## config.mk

```make
export PLATFORM = sky130hd
export DESIGN_NAME = das_top
export DESIGN_NICKNAME = d
export VERILOG_FILES = /design/src/common/das_pkg.sv /design/src/core/das_top.sv
export SDC_FILE = /design/constraint.sdc
export NUM_CORES = 1
export LEC_CHECK = 0
export ABC_CLOCK_PERIOD_IN_PS = 20700
export BUFFER_PORTS_ARGS = -buffer_cell sky130_fd_sc_hd__buf_2
export CORE_UTILIZATION = 50
export CTS_CLUSTER_DIAMETER = 200
export DETAILED_ROUTE_END_ITERATION = 16
export HOLD_SLACK_MARGIN = 0.08
export MAX_ROUTING_LAYER = met4
export PLACE_DENSITY = 0.74
export SYNTH_ARGS = -nofsm -noshare
export SYNTH_HDL_FRONTEND = slang
export SYNTH_SLANG_ARGS = --single-unit
```

## constraint.sdc

```tcl
create_clock -name CLK -period 20.7 [get_ports CLK]
set_input_delay 3.105 -clock CLK [delete_from_list [all_inputs] [get_ports CLK]]
set_output_delay 3.105 -clock CLK [all_outputs]
set_load 0.03 [all_outputs]
```

## src/common/das_pkg.sv

```systemverilog
// das_pkg: register map, field codes and timing constants for the drive aux supervisor
`default_nettype none
package das_pkg;
	// ----------------------------------------
	// register offsets (byte addresses)
	// ----------------------------------------
	localparam logic [11:0] OFF_MODE     = 12'h000;
	localparam logic [11:0] OFF_SEGFREQ  = 12'h004;
	localparam logic [11:0] OFF_OVERMOD  = 12'h008;
	localparam logic [11:0] OFF_QSTOP    = 12'h00C;
	localparam logic [11:0] OFF_OCLEVEL  = 12'h010;
	localparam logic [11:0] OFF_OCDELAY  = 12'h014;
	localparam logic [11:0] OFF_VLIMIT   = 12'h018;
	localparam logic [11:0] OFF_STATUS   = 12'h01C;

	// ----------------------------------------
	// mode register field positions
	// ----------------------------------------
	localparam int MODE_FAN_LSB   = 0;
	localparam int MODE_SEG_BIT   = 2;
	localparam int MODE_DZ_LSB    = 4;
	localparam int MODE_JOG_BIT   = 6;
	localparam int MODE_TUNIT_LSB = 8;
	localparam int MODE_TERM_BIT  = 10;

	// ----------------------------------------
	// codes and reset values
	// ----------------------------------------
	localparam logic [1:0]  FAN_POWERON  = 2'h0;
	localparam logic [1:0]  FAN_RUN      = 2'h1;
	localparam logic [1:0]  FAN_TEMP     = 2'h2;
	localparam logic [1:0]  DZ_NONE      = 2'h0;
	localparam logic [1:0]  DZ_MODE1     = 2'h1;
	localparam logic [1:0]  DZ_MODE2     = 2'h2;
	localparam logic [1:0]  TUNIT_MAX    = 2'h2;
	localparam logic [31:0] RST_MODE     = 32'h0000_0011;
	localparam logic [15:0] RST_SEGFREQ  = 16'h05DC;   // 15.00 Hz in 0.01 Hz
	localparam logic [15:0] RST_OVERMOD  = 16'h0069;   // 1.05 in 0.01
	localparam logic [15:0] OVERMOD_MIN  = 16'h0064;   // 1.00
	localparam logic [15:0] OVERMOD_MAX  = 16'h006E;   // 1.10
	localparam logic [15:0] RST_QSTOP    = 16'h0064;   // 1.00 s
	localparam logic [15:0] RST_OCLEVEL  = 16'h07D0;   // 200.0 %
	localparam logic [15:0] OCLEVEL_MAX  = 16'h0BB8;   // 300.0 %
	localparam logic [15:0] RST_OCDELAY  = 16'h0000;   // 0.00 s
	localparam logic [15:0] OCDELAY_MAX  = 16'hEA60;   // 600.00 s
	localparam logic [7:0]  TEMP_ON_C    = 8'h2D;      // 45 C
	localparam logic [7:0]  TEMP_OFF_C   = 8'h28;      // 40 C
	localparam logic [7:0]  OUT_FUNC_OC  = 8'h49;      // function code 73

	// ----------------------------------------
	// timing
	// ----------------------------------------
	localparam int CLK_HZ         = 10_000_000;
	localparam int FAN_STOP_S     = 60;        // 1 min run-on after stop
	localparam int TICK_MS        = 10;        // delay unit 0.01 s
	localparam int TICK_CYC       = CLK_HZ / 1000 * TICK_MS;
	localparam int FAN_STOP_TICKS = FAN_STOP_S * 1000 / TICK_MS;
endpackage
`default_nettype wire

```

## src/core/das_top.sv

```systemverilog
// das_top: fan, pwm segment, dead-zone, jog gate and overcurrent supervisor
`default_nettype none

// Contract
// mode 0 fan on from power-up
// mode 1 fan on running, off 1 min
// mode 2 on above 45, off below 40
// switch option 0 forces seven-segment PWM
// option 1 five-segment above switch frequency
// switch frequency clamped to max frequency
// voltage ceiling scaled by overmodulation gain
// dead-zone selector codes 0, 1, 2
// operator keeps mode 1 normally
// jog priority lets jog override running
// without priority no direct jog switch
// quick-stop time range by time unit
// overcurrent output after delay expires
// level relative to rated, 0 disables
// delay 0 to 600.00 s
// fan modes 0..2, default 1
// timer restarts when current drops
// fan and segment change on clock
module das_top #(
	parameter int TICK_CYCLES    = das_pkg::TICK_CYC,
	parameter int FAN_STOP_COUNT = das_pkg::FAN_STOP_TICKS
) (
	// clock and reset
	input  wire logic        CLK,
	input  wire logic        RST,
	// ahb-lite slave
	input  wire logic        HSEL,
	input  wire logic [11:0] HADDR,
	input  wire logic [1:0]  HTRANS,
	input  wire logic        HWRITE,
	input  wire logic [2:0]  HSIZE,
	input  wire logic [31:0] HWDATA,
	input  wire logic        HREADY,
	output logic      [31:0] HRDATA,
	output logic             HREADYOUT,
	output logic             HRESP,
	// drive state from the control core
	input  wire logic        RUNNING,
	input  wire logic        JOG_REQ,
	input  wire logic        RUN_REQ,
	input  wire logic [15:0] OUT_FREQ,
	input  wire logic [15:0] MAX_OUT_FREQ,
	input  wire logic [15:0] VOLT_BASE,
	input  wire logic [15:0] MOTOR_CUR_PCT,
	// temperature sensor, whole degrees C
	input  wire logic [7:0]  HEATSINK_TEMP,
	// outputs to the power stage
	output logic             FAN_ON,
	output logic             SEG5_SEL,
	output logic      [1:0]  DZ_COMP_SEL,
	output logic      [15:0] VOLT_LIMIT,
	output logic      [15:0] QSTOP_TIME,
	output logic      [1:0]  QSTOP_UNIT,
	output logic             JOG_ACTIVE,
	output logic             OVERCUR_OUT
);
	// ----------------------------------------
	// pin synchronisers
	// ----------------------------------------
	logic [7:0]  temp_s1_r, temp_s2_r;
	logic        jog_s1_r, jog_s2_r;
	logic [7:0]  temp_s3_r;
	logic [7:0]  temp_ok_r;

	// sensor and jog terminal come from outside the clock domain
	always_ff @(posedge CLK or posedge RST) begin
		if (RST) begin
			temp_s1_r <= 8'h00;
			temp_s2_r <= 8'h00;
			temp_s3_r <= 8'h00;
			jog_s1_r  <= 1'b0;
			jog_s2_r  <= 1'b0;
		end else begin
			temp_s1_r <= HEATSINK_TEMP;
			temp_s2_r <= temp_s1_r;
			temp_s3_r <= temp_s2_r;
			jog_s1_r  <= JOG_REQ;
			jog_s2_r  <= jog_s1_r;
		end
	end

	// a sensor word can be caught mid-change; take it once two samples agree
	always_ff @(posedge CLK or posedge RST) begin
		if (RST)
			temp_ok_r <= 8'h00;
		else if (temp_s2_r == temp_s3_r)
			temp_ok_r <= temp_s3_r;
	end

	// ----------------------------------------
	// ahb-lite slave
	// ----------------------------------------
	logic [31:0] mode_r;
	logic [15:0] segfreq_r, overmod_r, qstop_r, oclevel_r, ocdelay_r;
	logic        wr_pend_r;
	logic [11:0] wr_addr_r;
	logic        rd_pend_r;
	logic [11:0] rd_addr_r;
	logic [31:0] rdata_nxt;
	wire         xfer_ok = HSEL && HREADY && HTRANS[1];
	wire  [15:0] wd16    = HWDATA[15:0];

	// range clamps on written values
	wire  [15:0] overmod_wr = (wd16 < das_pkg::OVERMOD_MIN) ? das_pkg::OVERMOD_MIN :
	                          (wd16 > das_pkg::OVERMOD_MAX) ? das_pkg::OVERMOD_MAX : wd16;
	wire  [15:0] oclevel_wr = (wd16 > das_pkg::OCLEVEL_MAX) ? das_pkg::OCLEVEL_MAX : wd16;
	// delay capped at 600.00 s
	wire  [15:0] ocdelay_wr = (wd16 > das_pkg::OCDELAY_MAX) ? das_pkg::OCDELAY_MAX : wd16;
	// out-of-range codes fall back to the defaults
	wire  [1:0]  fan_wr  = (HWDATA[das_pkg::MODE_FAN_LSB +: 2] > das_pkg::FAN_TEMP) ?
	                       das_pkg::FAN_RUN : HWDATA[das_pkg::MODE_FAN_LSB +: 2];
	// dead-zone selector holds only codes 0..2
	wire  [1:0]  dz_wr   = (HWDATA[das_pkg::MODE_DZ_LSB +: 2] > das_pkg::DZ_MODE2) ?
	                       das_pkg::DZ_MODE1 : HWDATA[das_pkg::MODE_DZ_LSB +: 2];
	wire  [1:0]  tu_wr   = (HWDATA[das_pkg::MODE_TUNIT_LSB +: 2] > das_pkg::TUNIT_MAX) ?
	                       2'h0 : HWDATA[das_pkg::MODE_TUNIT_LSB +: 2];
	wire  [31:0] mode_wr = {21'h000000, HWDATA[das_pkg::MODE_TERM_BIT], tu_wr,
	                        1'b0, HWDATA[das_pkg::MODE_JOG_BIT], dz_wr,
	                        1'b0, HWDATA[das_pkg::MODE_SEG_BIT], fan_wr};

	// address phase capture; every transfer is zero wait state
	always_ff @(posedge CLK or posedge RST) begin
		if (RST) begin
			wr_pend_r <= 1'b0;
			rd_pend_r <= 1'b0;
			wr_addr_r <= 12'h000;
			rd_addr_r <= 12'h000;
		end else begin
			wr_pend_r <= xfer_ok && HWRITE;
			rd_pend_r <= xfer_ok && !HWRITE;
			wr_addr_r <= HADDR;
			rd_addr_r <= HADDR;
		end
	end

	// fan default code 1; R6: segment frequency default 15.00 Hz
	always_ff @(posedge CLK or posedge RST) begin
		if (RST) begin
			mode_r    <= das_pkg::RST_MODE;
			segfreq_r <= das_pkg::RST_SEGFREQ;
			overmod_r <= das_pkg::RST_OVERMOD;
			qstop_r   <= das_pkg::RST_QSTOP;
			oclevel_r <= das_pkg::RST_OCLEVEL;
			ocdelay_r <= das_pkg::RST_OCDELAY;
		end else if (wr_pend_r) begin
			case (wr_addr_r)
				das_pkg::OFF_MODE:    mode_r    <= mode_wr;
				das_pkg::OFF_SEGFREQ: segfreq_r <= wd16;
				das_pkg::OFF_OVERMOD: overmod_r <= overmod_wr;
				das_pkg::OFF_QSTOP:   qstop_r   <= wd16;
				das_pkg::OFF_OCLEVEL: oclevel_r <= oclevel_wr;
				das_pkg::OFF_OCDELAY: ocdelay_r <= ocdelay_wr;
				default: ;
			endcase
		end
	end

	// ----------------------------------------
	// derived controls
	// ----------------------------------------
	wire  [1:0]  fan_mode   = mode_r[das_pkg::MODE_FAN_LSB +: 2];
	wire         seg_sw_en  = mode_r[das_pkg::MODE_SEG_BIT];
	wire         jog_first  = mode_r[das_pkg::MODE_JOG_BIT];
	wire         term_ctl   = mode_r[das_pkg::MODE_TERM_BIT];
	// switch point never above the maximum output frequency
	wire  [15:0] seg_freq   = (segfreq_r > MAX_OUT_FREQ) ? MAX_OUT_FREQ : segfreq_r;
	// ceiling = base * gain / 100, 1.10 gives +10 percent
	wire  [31:0] vprod      = VOLT_BASE * overmod_r;
	wire  [31:0] vscaled    = vprod / 32'h0000_0064;
	wire  [15:0] vlim_nxt   = (vscaled > 32'h0000_FFFF) ? 16'hFFFF : vscaled[15:0];

	// ----------------------------------------
	// fan control
	// ----------------------------------------
	logic        fan_r;
	logic [31:0] tick_cnt_r;
	logic [31:0] fan_hold_r;
	logic        fan_nxt;
	wire         tick      = (tick_cnt_r == 32'(TICK_CYCLES - 1));
	wire         hold_done = (fan_hold_r == 32'h0000_0000);

	// shared 0.01 s time base for fan run-on and overcurrent delay
	always_ff @(posedge CLK or posedge RST) begin
		if (RST)
			tick_cnt_r <= 32'h0000_0000;
		else
			tick_cnt_r <= tick ? 32'h0000_0000 : tick_cnt_r + 32'h0000_0001;
	end

	// run-on counter reloads while running, counts down after stop
	always_ff @(posedge CLK or posedge RST) begin
		if (RST)
			fan_hold_r <= 32'h0000_0000;
		else if (RUNNING)
			fan_hold_r <= 32'(FAN_STOP_COUNT);
		else if (tick && !hold_done)
			fan_hold_r <= fan_hold_r - 32'h0000_0001;
	end

	always_comb begin
		fan_nxt = fan_r;
		case (fan_mode)
			// on from power-up and stays on
			das_pkg::FAN_POWERON: fan_nxt = 1'b1;
			// on while running, off one minute after stop
			das_pkg::FAN_RUN:     fan_nxt = RUNNING || !hold_done;
			// hysteresis, hold between 40 and 45 C
			das_pkg::FAN_TEMP: begin
				if (temp_ok_r > das_pkg::TEMP_ON_C)
					fan_nxt = 1'b1;
				else if (temp_ok_r < das_pkg::TEMP_OFF_C)
					fan_nxt = 1'b0;
			end
			default:              fan_nxt = 1'b1;
		endcase
	end

	// fan and segment registered on the clock
	always_ff @(posedge CLK or posedge RST) begin
		if (RST) begin
			fan_r      <= 1'b0;
			SEG5_SEL   <= 1'b0;
			VOLT_LIMIT <= 16'h0000;
		end else begin
			fan_r      <= fan_nxt;
			// option off keeps seven-segment; R5: five above switch point
			SEG5_SEL   <= seg_sw_en && (OUT_FREQ > seg_freq);
			VOLT_LIMIT <= vlim_nxt;
		end
	end

	// ----------------------------------------
	// jog priority
	// ----------------------------------------
	logic jog_r;
	// priority in terminal mode overrides running
	wire  jog_pref = term_ctl && jog_first && jog_s2_r;
	// otherwise jog only entered from standstill
	wire  jog_idle = jog_s2_r && !RUN_REQ && (jog_r || !RUNNING);

	always_ff @(posedge CLK or posedge RST) begin
		if (RST)
			jog_r <= 1'b0;
		else
			jog_r <= jog_pref || jog_idle;
	end

	// ----------------------------------------
	// overcurrent detection
	// ----------------------------------------
	logic [15:0] oc_cnt_r;
	logic        oc_r;
	// level 0.0 disables detection
	wire         oc_above = (oclevel_r != 16'h0000) && (MOTOR_CUR_PCT > oclevel_r);
	wire         oc_reach = (oc_cnt_r >= ocdelay_r);

	always_ff @(posedge CLK or posedge RST) begin
		if (RST) begin
			oc_cnt_r <= 16'h0000;
			oc_r     <= 1'b0;
		end else if (!oc_above) begin
			// drop restarts timer and clears output
			oc_cnt_r <= 16'h0000;
			oc_r     <= 1'b0;
		end else begin
			if (tick && !oc_reach)
				oc_cnt_r <= oc_cnt_r + 16'h0001;
			// assert once the delay has elapsed
			oc_r <= oc_reach;
		end
	end

	// ----------------------------------------
	// read mux and outputs
	// ----------------------------------------
	always_comb begin
		rdata_nxt = 32'h0000_0000;
		case (rd_addr_r)
			das_pkg::OFF_MODE:    rdata_nxt = mode_r;
			das_pkg::OFF_SEGFREQ: rdata_nxt = {16'h0000, segfreq_r};
			das_pkg::OFF_OVERMOD: rdata_nxt = {16'h0000, overmod_r};
			das_pkg::OFF_QSTOP:   rdata_nxt = {16'h0000, qstop_r};
			das_pkg::OFF_OCLEVEL: rdata_nxt = {16'h0000, oclevel_r};
			das_pkg::OFF_OCDELAY: rdata_nxt = {16'h0000, ocdelay_r};
			das_pkg::OFF_VLIMIT:  rdata_nxt = {16'h0000, VOLT_LIMIT};
			das_pkg::OFF_STATUS:  rdata_nxt = {16'h0000, das_pkg::OUT_FUNC_OC,
			                                   3'h0, oc_r, jog_r, SEG5_SEL, 1'b0, fan_r};
			default:              rdata_nxt = 32'h0000_0000;
		endcase
	end

	// zero wait state, always OKAY
	assign HREADYOUT   = 1'b1;
	assign HRESP       = 1'b0;
	assign HRDATA      = rd_pend_r ? rdata_nxt : 32'h0000_0000;
	assign FAN_ON      = fan_r;
	assign DZ_COMP_SEL = mode_r[das_pkg::MODE_DZ_LSB +: 2];
	// quick-stop value and its unit passed on together
	assign QSTOP_TIME  = qstop_r;
	assign QSTOP_UNIT  = mode_r[das_pkg::MODE_TUNIT_LSB +: 2];
	assign JOG_ACTIVE  = jog_r;
	assign OVERCUR_OUT = oc_r;

	// ----------------------------------------
	// assertions
	// ----------------------------------------
	a_fan_mode0_on: assert property (@(posedge CLK) disable iff (RST)
		(fan_mode == das_pkg::FAN_POWERON) |=> FAN_ON)
		else $error("fan off in power-on mode");
	a_fan_run_on: assert property (@(posedge CLK) disable iff (RST)
		(fan_mode == das_pkg::FAN_RUN && RUNNING) |=> FAN_ON)
		else $error("fan off while running");
	a_fan_hot_on: assert property (@(posedge CLK) disable iff (RST)
		(fan_mode == das_pkg::FAN_TEMP && temp_ok_r > das_pkg::TEMP_ON_C) |=> FAN_ON)
		else $error("fan off above upper temperature");
	a_fan_cool_off: assert property (@(posedge CLK) disable iff (RST)
		(fan_mode == das_pkg::FAN_TEMP && temp_ok_r < das_pkg::TEMP_OFF_C) |=> !FAN_ON)
		else $error("fan on below lower temperature");
	a_seg_seven: assert property (@(posedge CLK) disable iff (RST)
		!seg_sw_en |=> !SEG5_SEL)
		else $error("five-segment with switching disabled");
	a_seg_five: assert property (@(posedge CLK) disable iff (RST)
		(seg_sw_en && OUT_FREQ > seg_freq) |=> SEG5_SEL)
		else $error("seven-segment above switch point");
	a_dz_code_ok: assert property (@(posedge CLK) disable iff (RST)
		DZ_COMP_SEL <= das_pkg::DZ_MODE2)
		else $error("dead-zone code out of range");
	a_jog_prio: assert property (@(posedge CLK) disable iff (RST)
		(term_ctl && jog_first && jog_s2_r) |=> JOG_ACTIVE)
		else $error("jog priority ignored");
	a_jog_block: assert property (@(posedge CLK) disable iff (RST)
		(!jog_first && RUN_REQ) |=> !JOG_ACTIVE)
		else $error("jog entered directly without priority");
	a_oc_disable: assert property (@(posedge CLK) disable iff (RST)
		(oclevel_r == 16'h0000) |=> !OVERCUR_OUT)
		else $error("overcurrent flagged while disabled");
	a_oc_release: assert property (@(posedge CLK) disable iff (RST)
		!oc_above |=> (!OVERCUR_OUT && oc_cnt_r == 16'h0000))
		else $error("overcurrent not released");
	a_oc_zero_dly: assert property (@(posedge CLK) disable iff (RST)
		(oc_above && ocdelay_r == 16'h0000) ##1 oc_above |-> OVERCUR_OUT)
		else $error("zero-delay overcurrent late");
endmodule
`default_nettype wire

```

==> summary.md <==
| Metric | Value |
|---|---|
| Clock Path Buffers | `3` |
| EDFF count, synth | `0` |
| Multi-input gate area | `21,200 um2` |
| Fmax | `46.2 MHz` |
| HP Class | `reg -> reg` |
| CTS tree | `done` |
| Global-route wire length before repair | `135,000 um` |
| Top cell type's share of synthesized area | `20.1%` |
| Tot GR Track Use | `31.5%` |
| Hpwl dp | `64,700 um` |
| Initial antenna violation count | `0` |
| # setup viols final | `3` |
| Hold_sp | `temp_s1_r[7]` |
| Max cap viols | `0` |
| Clk_skew | `0.0175 ns` |
| Clk sink count | `236` |
| Fin. Hold Viols | `0` |
| Nets | `4,219` |
| Area growth syn-to-layout | `33.5%` |
| Drt via density | `5.94` |
| Die height | `233 um` |
| Fill count | `4,037` |
| Seq cells post-synth | `236` |
| Slew Viols, Final | `0` |
| Die X | `233 um` |
| Register area share after synthesis | `22.2%` |
| Worst setup slack after layout | `-0.964 ns` |
| CP Max Fanout | `9` |
| Critical path data required time | `21.12 ns` |
| Largest stage delay, worst path | `0.56 ns` |
| Share of cells above drive strength 1 | `35.0%` |
| Area leader, netlist | `dfrtp_1` |
| Drt wl/cell | `19.2 um` |
| Vias in the first global route | `26,600` |
| Core Area | `52,700 um2` |
| Synth Instances | `3,047` |
| Initial Util | `50.7%` |
| Worst Path Arrival | `22.08 ns` |
| Synth Area per Inst | `8.75 um2` |
| Rel. slew slack | `22.6%` |
| Crit path launch | `VOLT_BASE[10]` |
| Ant. Diodes | `0` |
| Main synth FF type | `dfrtp_1` |
| Synth Warn # | `0` |
| Crit path launch type | `primary input` |
| WL final | `85,200 um` |
| FFs w/ async S/R, synth | `100%` |
| Synthesized area | `26,700 um2` |
| Slowest cell on the critical path | `fa_1` |
| Port Buffers | `164` |
| Kind of critical path | `in -> reg` |
| Hold-fix buffers at CTS | `0` |
| First-pass detailed-route iteration total | `7` |
| R2R depth | `74` |
| Count of cell types in the netlist | `132` |
| Crit path time final | `21.66 ns` |
| Setup crit end kind | `register` |
| Num ports | `203` |
| DRT antenna net count | `0` |
| RD Place Congestion | `0.956` |
| Clk_lat worst skew | `0.53 ns` |
| Largest net degree at the start of global routing | `84` |
| R2R setup slack | `0.86 ns` |
| Drt drc | `0` |
| Critical path endpoint | `VOLT_LIMIT[0]` |
| RR Endpoint | `VOLT_LIMIT[0]` |
| RSZ-0062 raised after global routing | `yes` |
| Slew @ Worst Pin | `1.15 ns` |
| Total congestion overflow | `0` |
| Reg clk slew, reported paths | `0.06 ns` |
| R2r startpoint | `overmod_r[11]` |
| Final period util | `105%` |
| Status | `complete, but fails checks` |
| Htree depth | `1` |
| TritonCTS Buffers | `22` |
| Reg area | `5930 um2` |
| Die area | `54,300 um2` |
| Starting DRT DRC Count | `1,945` |
| Total number of vias | `26,300` |
| CTS root buffer | `clkbuf_16` |
| Failing checks | `setup timing` |
| TNS Setup | `-2.09 ns` |
| Row count | `84` |
| Dominant cells by area after synthesis | `dfrtp_1, fa_1, ha_1, nand2_1, inv_1` |
how the worst min path moves through the flow:
stage / end / slack [ns] / cells past startpoint
final: temp_s2_r[7] / 0.35 / 0
after global routing: temp_s2_r[6] / 0.36 / 0
after CTS: temp_s2_r[7] / 0.36 / 0
after detailed placement: temp_s2_r[7] / 0.34 / 0
after global placement: jog_s2_r / 0.33 / 0
after floorplan: jog_s2_r / 0.33 / 0
cells in the mapped netlist (all sizes together) (22+ instances only):
cell type and n:
mux2 55, fa 194, nand2 305, or3 27, a22oi 37, a211oi 40, o211ai 29, nor3 58
o21ai 141, and2 170, nand4 36, clkbuf 90, nand3 77, dfrtp 214, inv 283, a21oi 149
xnor2 87, dfstp 22, nor2 184, a31oi 40, a21o 31, buf 61, nand2b 43, and3 29
xor2 61, ha 173, mux2i 40, nor4 43
area by class of cell:
| type | instances | area share, % |
|---|---|---|
| inverters | 283 | 3.00 |
| clock buffers | 27 | 1.69 |
| flip-flops and latches | 236 | 16.7 |
| repair buffers | 786 | 16.1 |
| clock inverters | 13 | 0.460 |
| multi-input cells | 2394 | 59.6 |
| well taps | 688 | 2.42 |
registers in the layout, summed over array words and instances, names as in the netlist, 16 cells and up:
| name | count |
|---|---|
| tick_cnt_r | 32 |
| overmod_r | 16 |
| ocdelay_r | 16 |
| fan_hold_r | 32 |
| QSTOP_TIME | 16 |
| VOLT_LIMIT | 16 |
| oclevel_r | 16 |
| oc_cnt_r | 16 |
| segfreq_r | 16 |
through the flow:
stage	hold slack (ns)	worst slack [ns]	instances	util, %	cell area, um2
6_report	0.352	-0.964	4427	67.6	35600
5_1_grt	0.364	-1.58	4427	67.6	35600
4_1_cts	0.356	-0.580	4371	65.1	34300
3_5_place_dp	0.341	-1.93	4281	61.1	32200
3_3_place_gp	0.333	-1.47	4281	61.1	32200
2_1_floorplan	0.331	-0.311	3063	-	27500
routing by layer:
metal  vias up  GRT usage [%]  share of wire, %
met2      1078           51.8                48
met1     13000           40.1                41
met5         -              -                 0
li1      12000              -                 -
met4         0           10.6               3.6
met3       238           3.81               6.6
worst max-delay path: cells and delay by family:
kind	cells	cell delay (ns)
buffers and inverters	12	1.31
AND/OR/NAND/NOR	14	3.54
XOR/XNOR	3	0.66
multiplexers	2	0.60
AO/OA/AOI/OAI	39	9.44
adder cells (fa/ha/maj)	7	3.36
cell families after synthesis:
family / after synthesis / share of synthesized area (%)
simple gates: 1055 / 20.1
compound gates: 703 / 19.2
buf+inv: 434 / 6.65
fa+ha+maj: 374 / 22.9
flops: 236 / 22.2
xor+xnor: 148 / 4.97
mux: 95 / 3.89
other cells: 2 / 0.0282
layout by cell type, fill, tap and decap left out, types with 21 or more instances in the layout:
cell and n:
buf_4 587, nand3_1 65, nand2b_1 39, a21o_1 27, mux2_2 48, fa_1 177, o21ai_1 27, and2_1 153
o211ai_1 28, buf_2 154, a21oi_1 105, xor2_1 54, o21ai_0 97, nor4_1 34, xnor2_1 74, nand2_2 23
nand4_1 36, ha_1 157, a21oi_2 34, a31oi_1 30, and3_1 26, nor3_1 42, nor2_1 168, dfrtp_1 214
dfstp_2 22, a22oi_1 35, mux2i_1 26, buf_6 37, nand2_1 279, or3_1 21, clkbuf_16 25, inv_1 273
what timing repair did:
item                                   in CTS  in global routing
buffers inserted                           48                 55
endpoints found under the hold margin       0                  0
setup endpoints to repair                   4                  5
pin swaps                                 104                133
resized for setup                         198                192
gates cloned                                2                  2
Power is left out: the tool's default activity adds up to more than one toggle a clock period on the data nets, which glitch-free logic cannot reach.
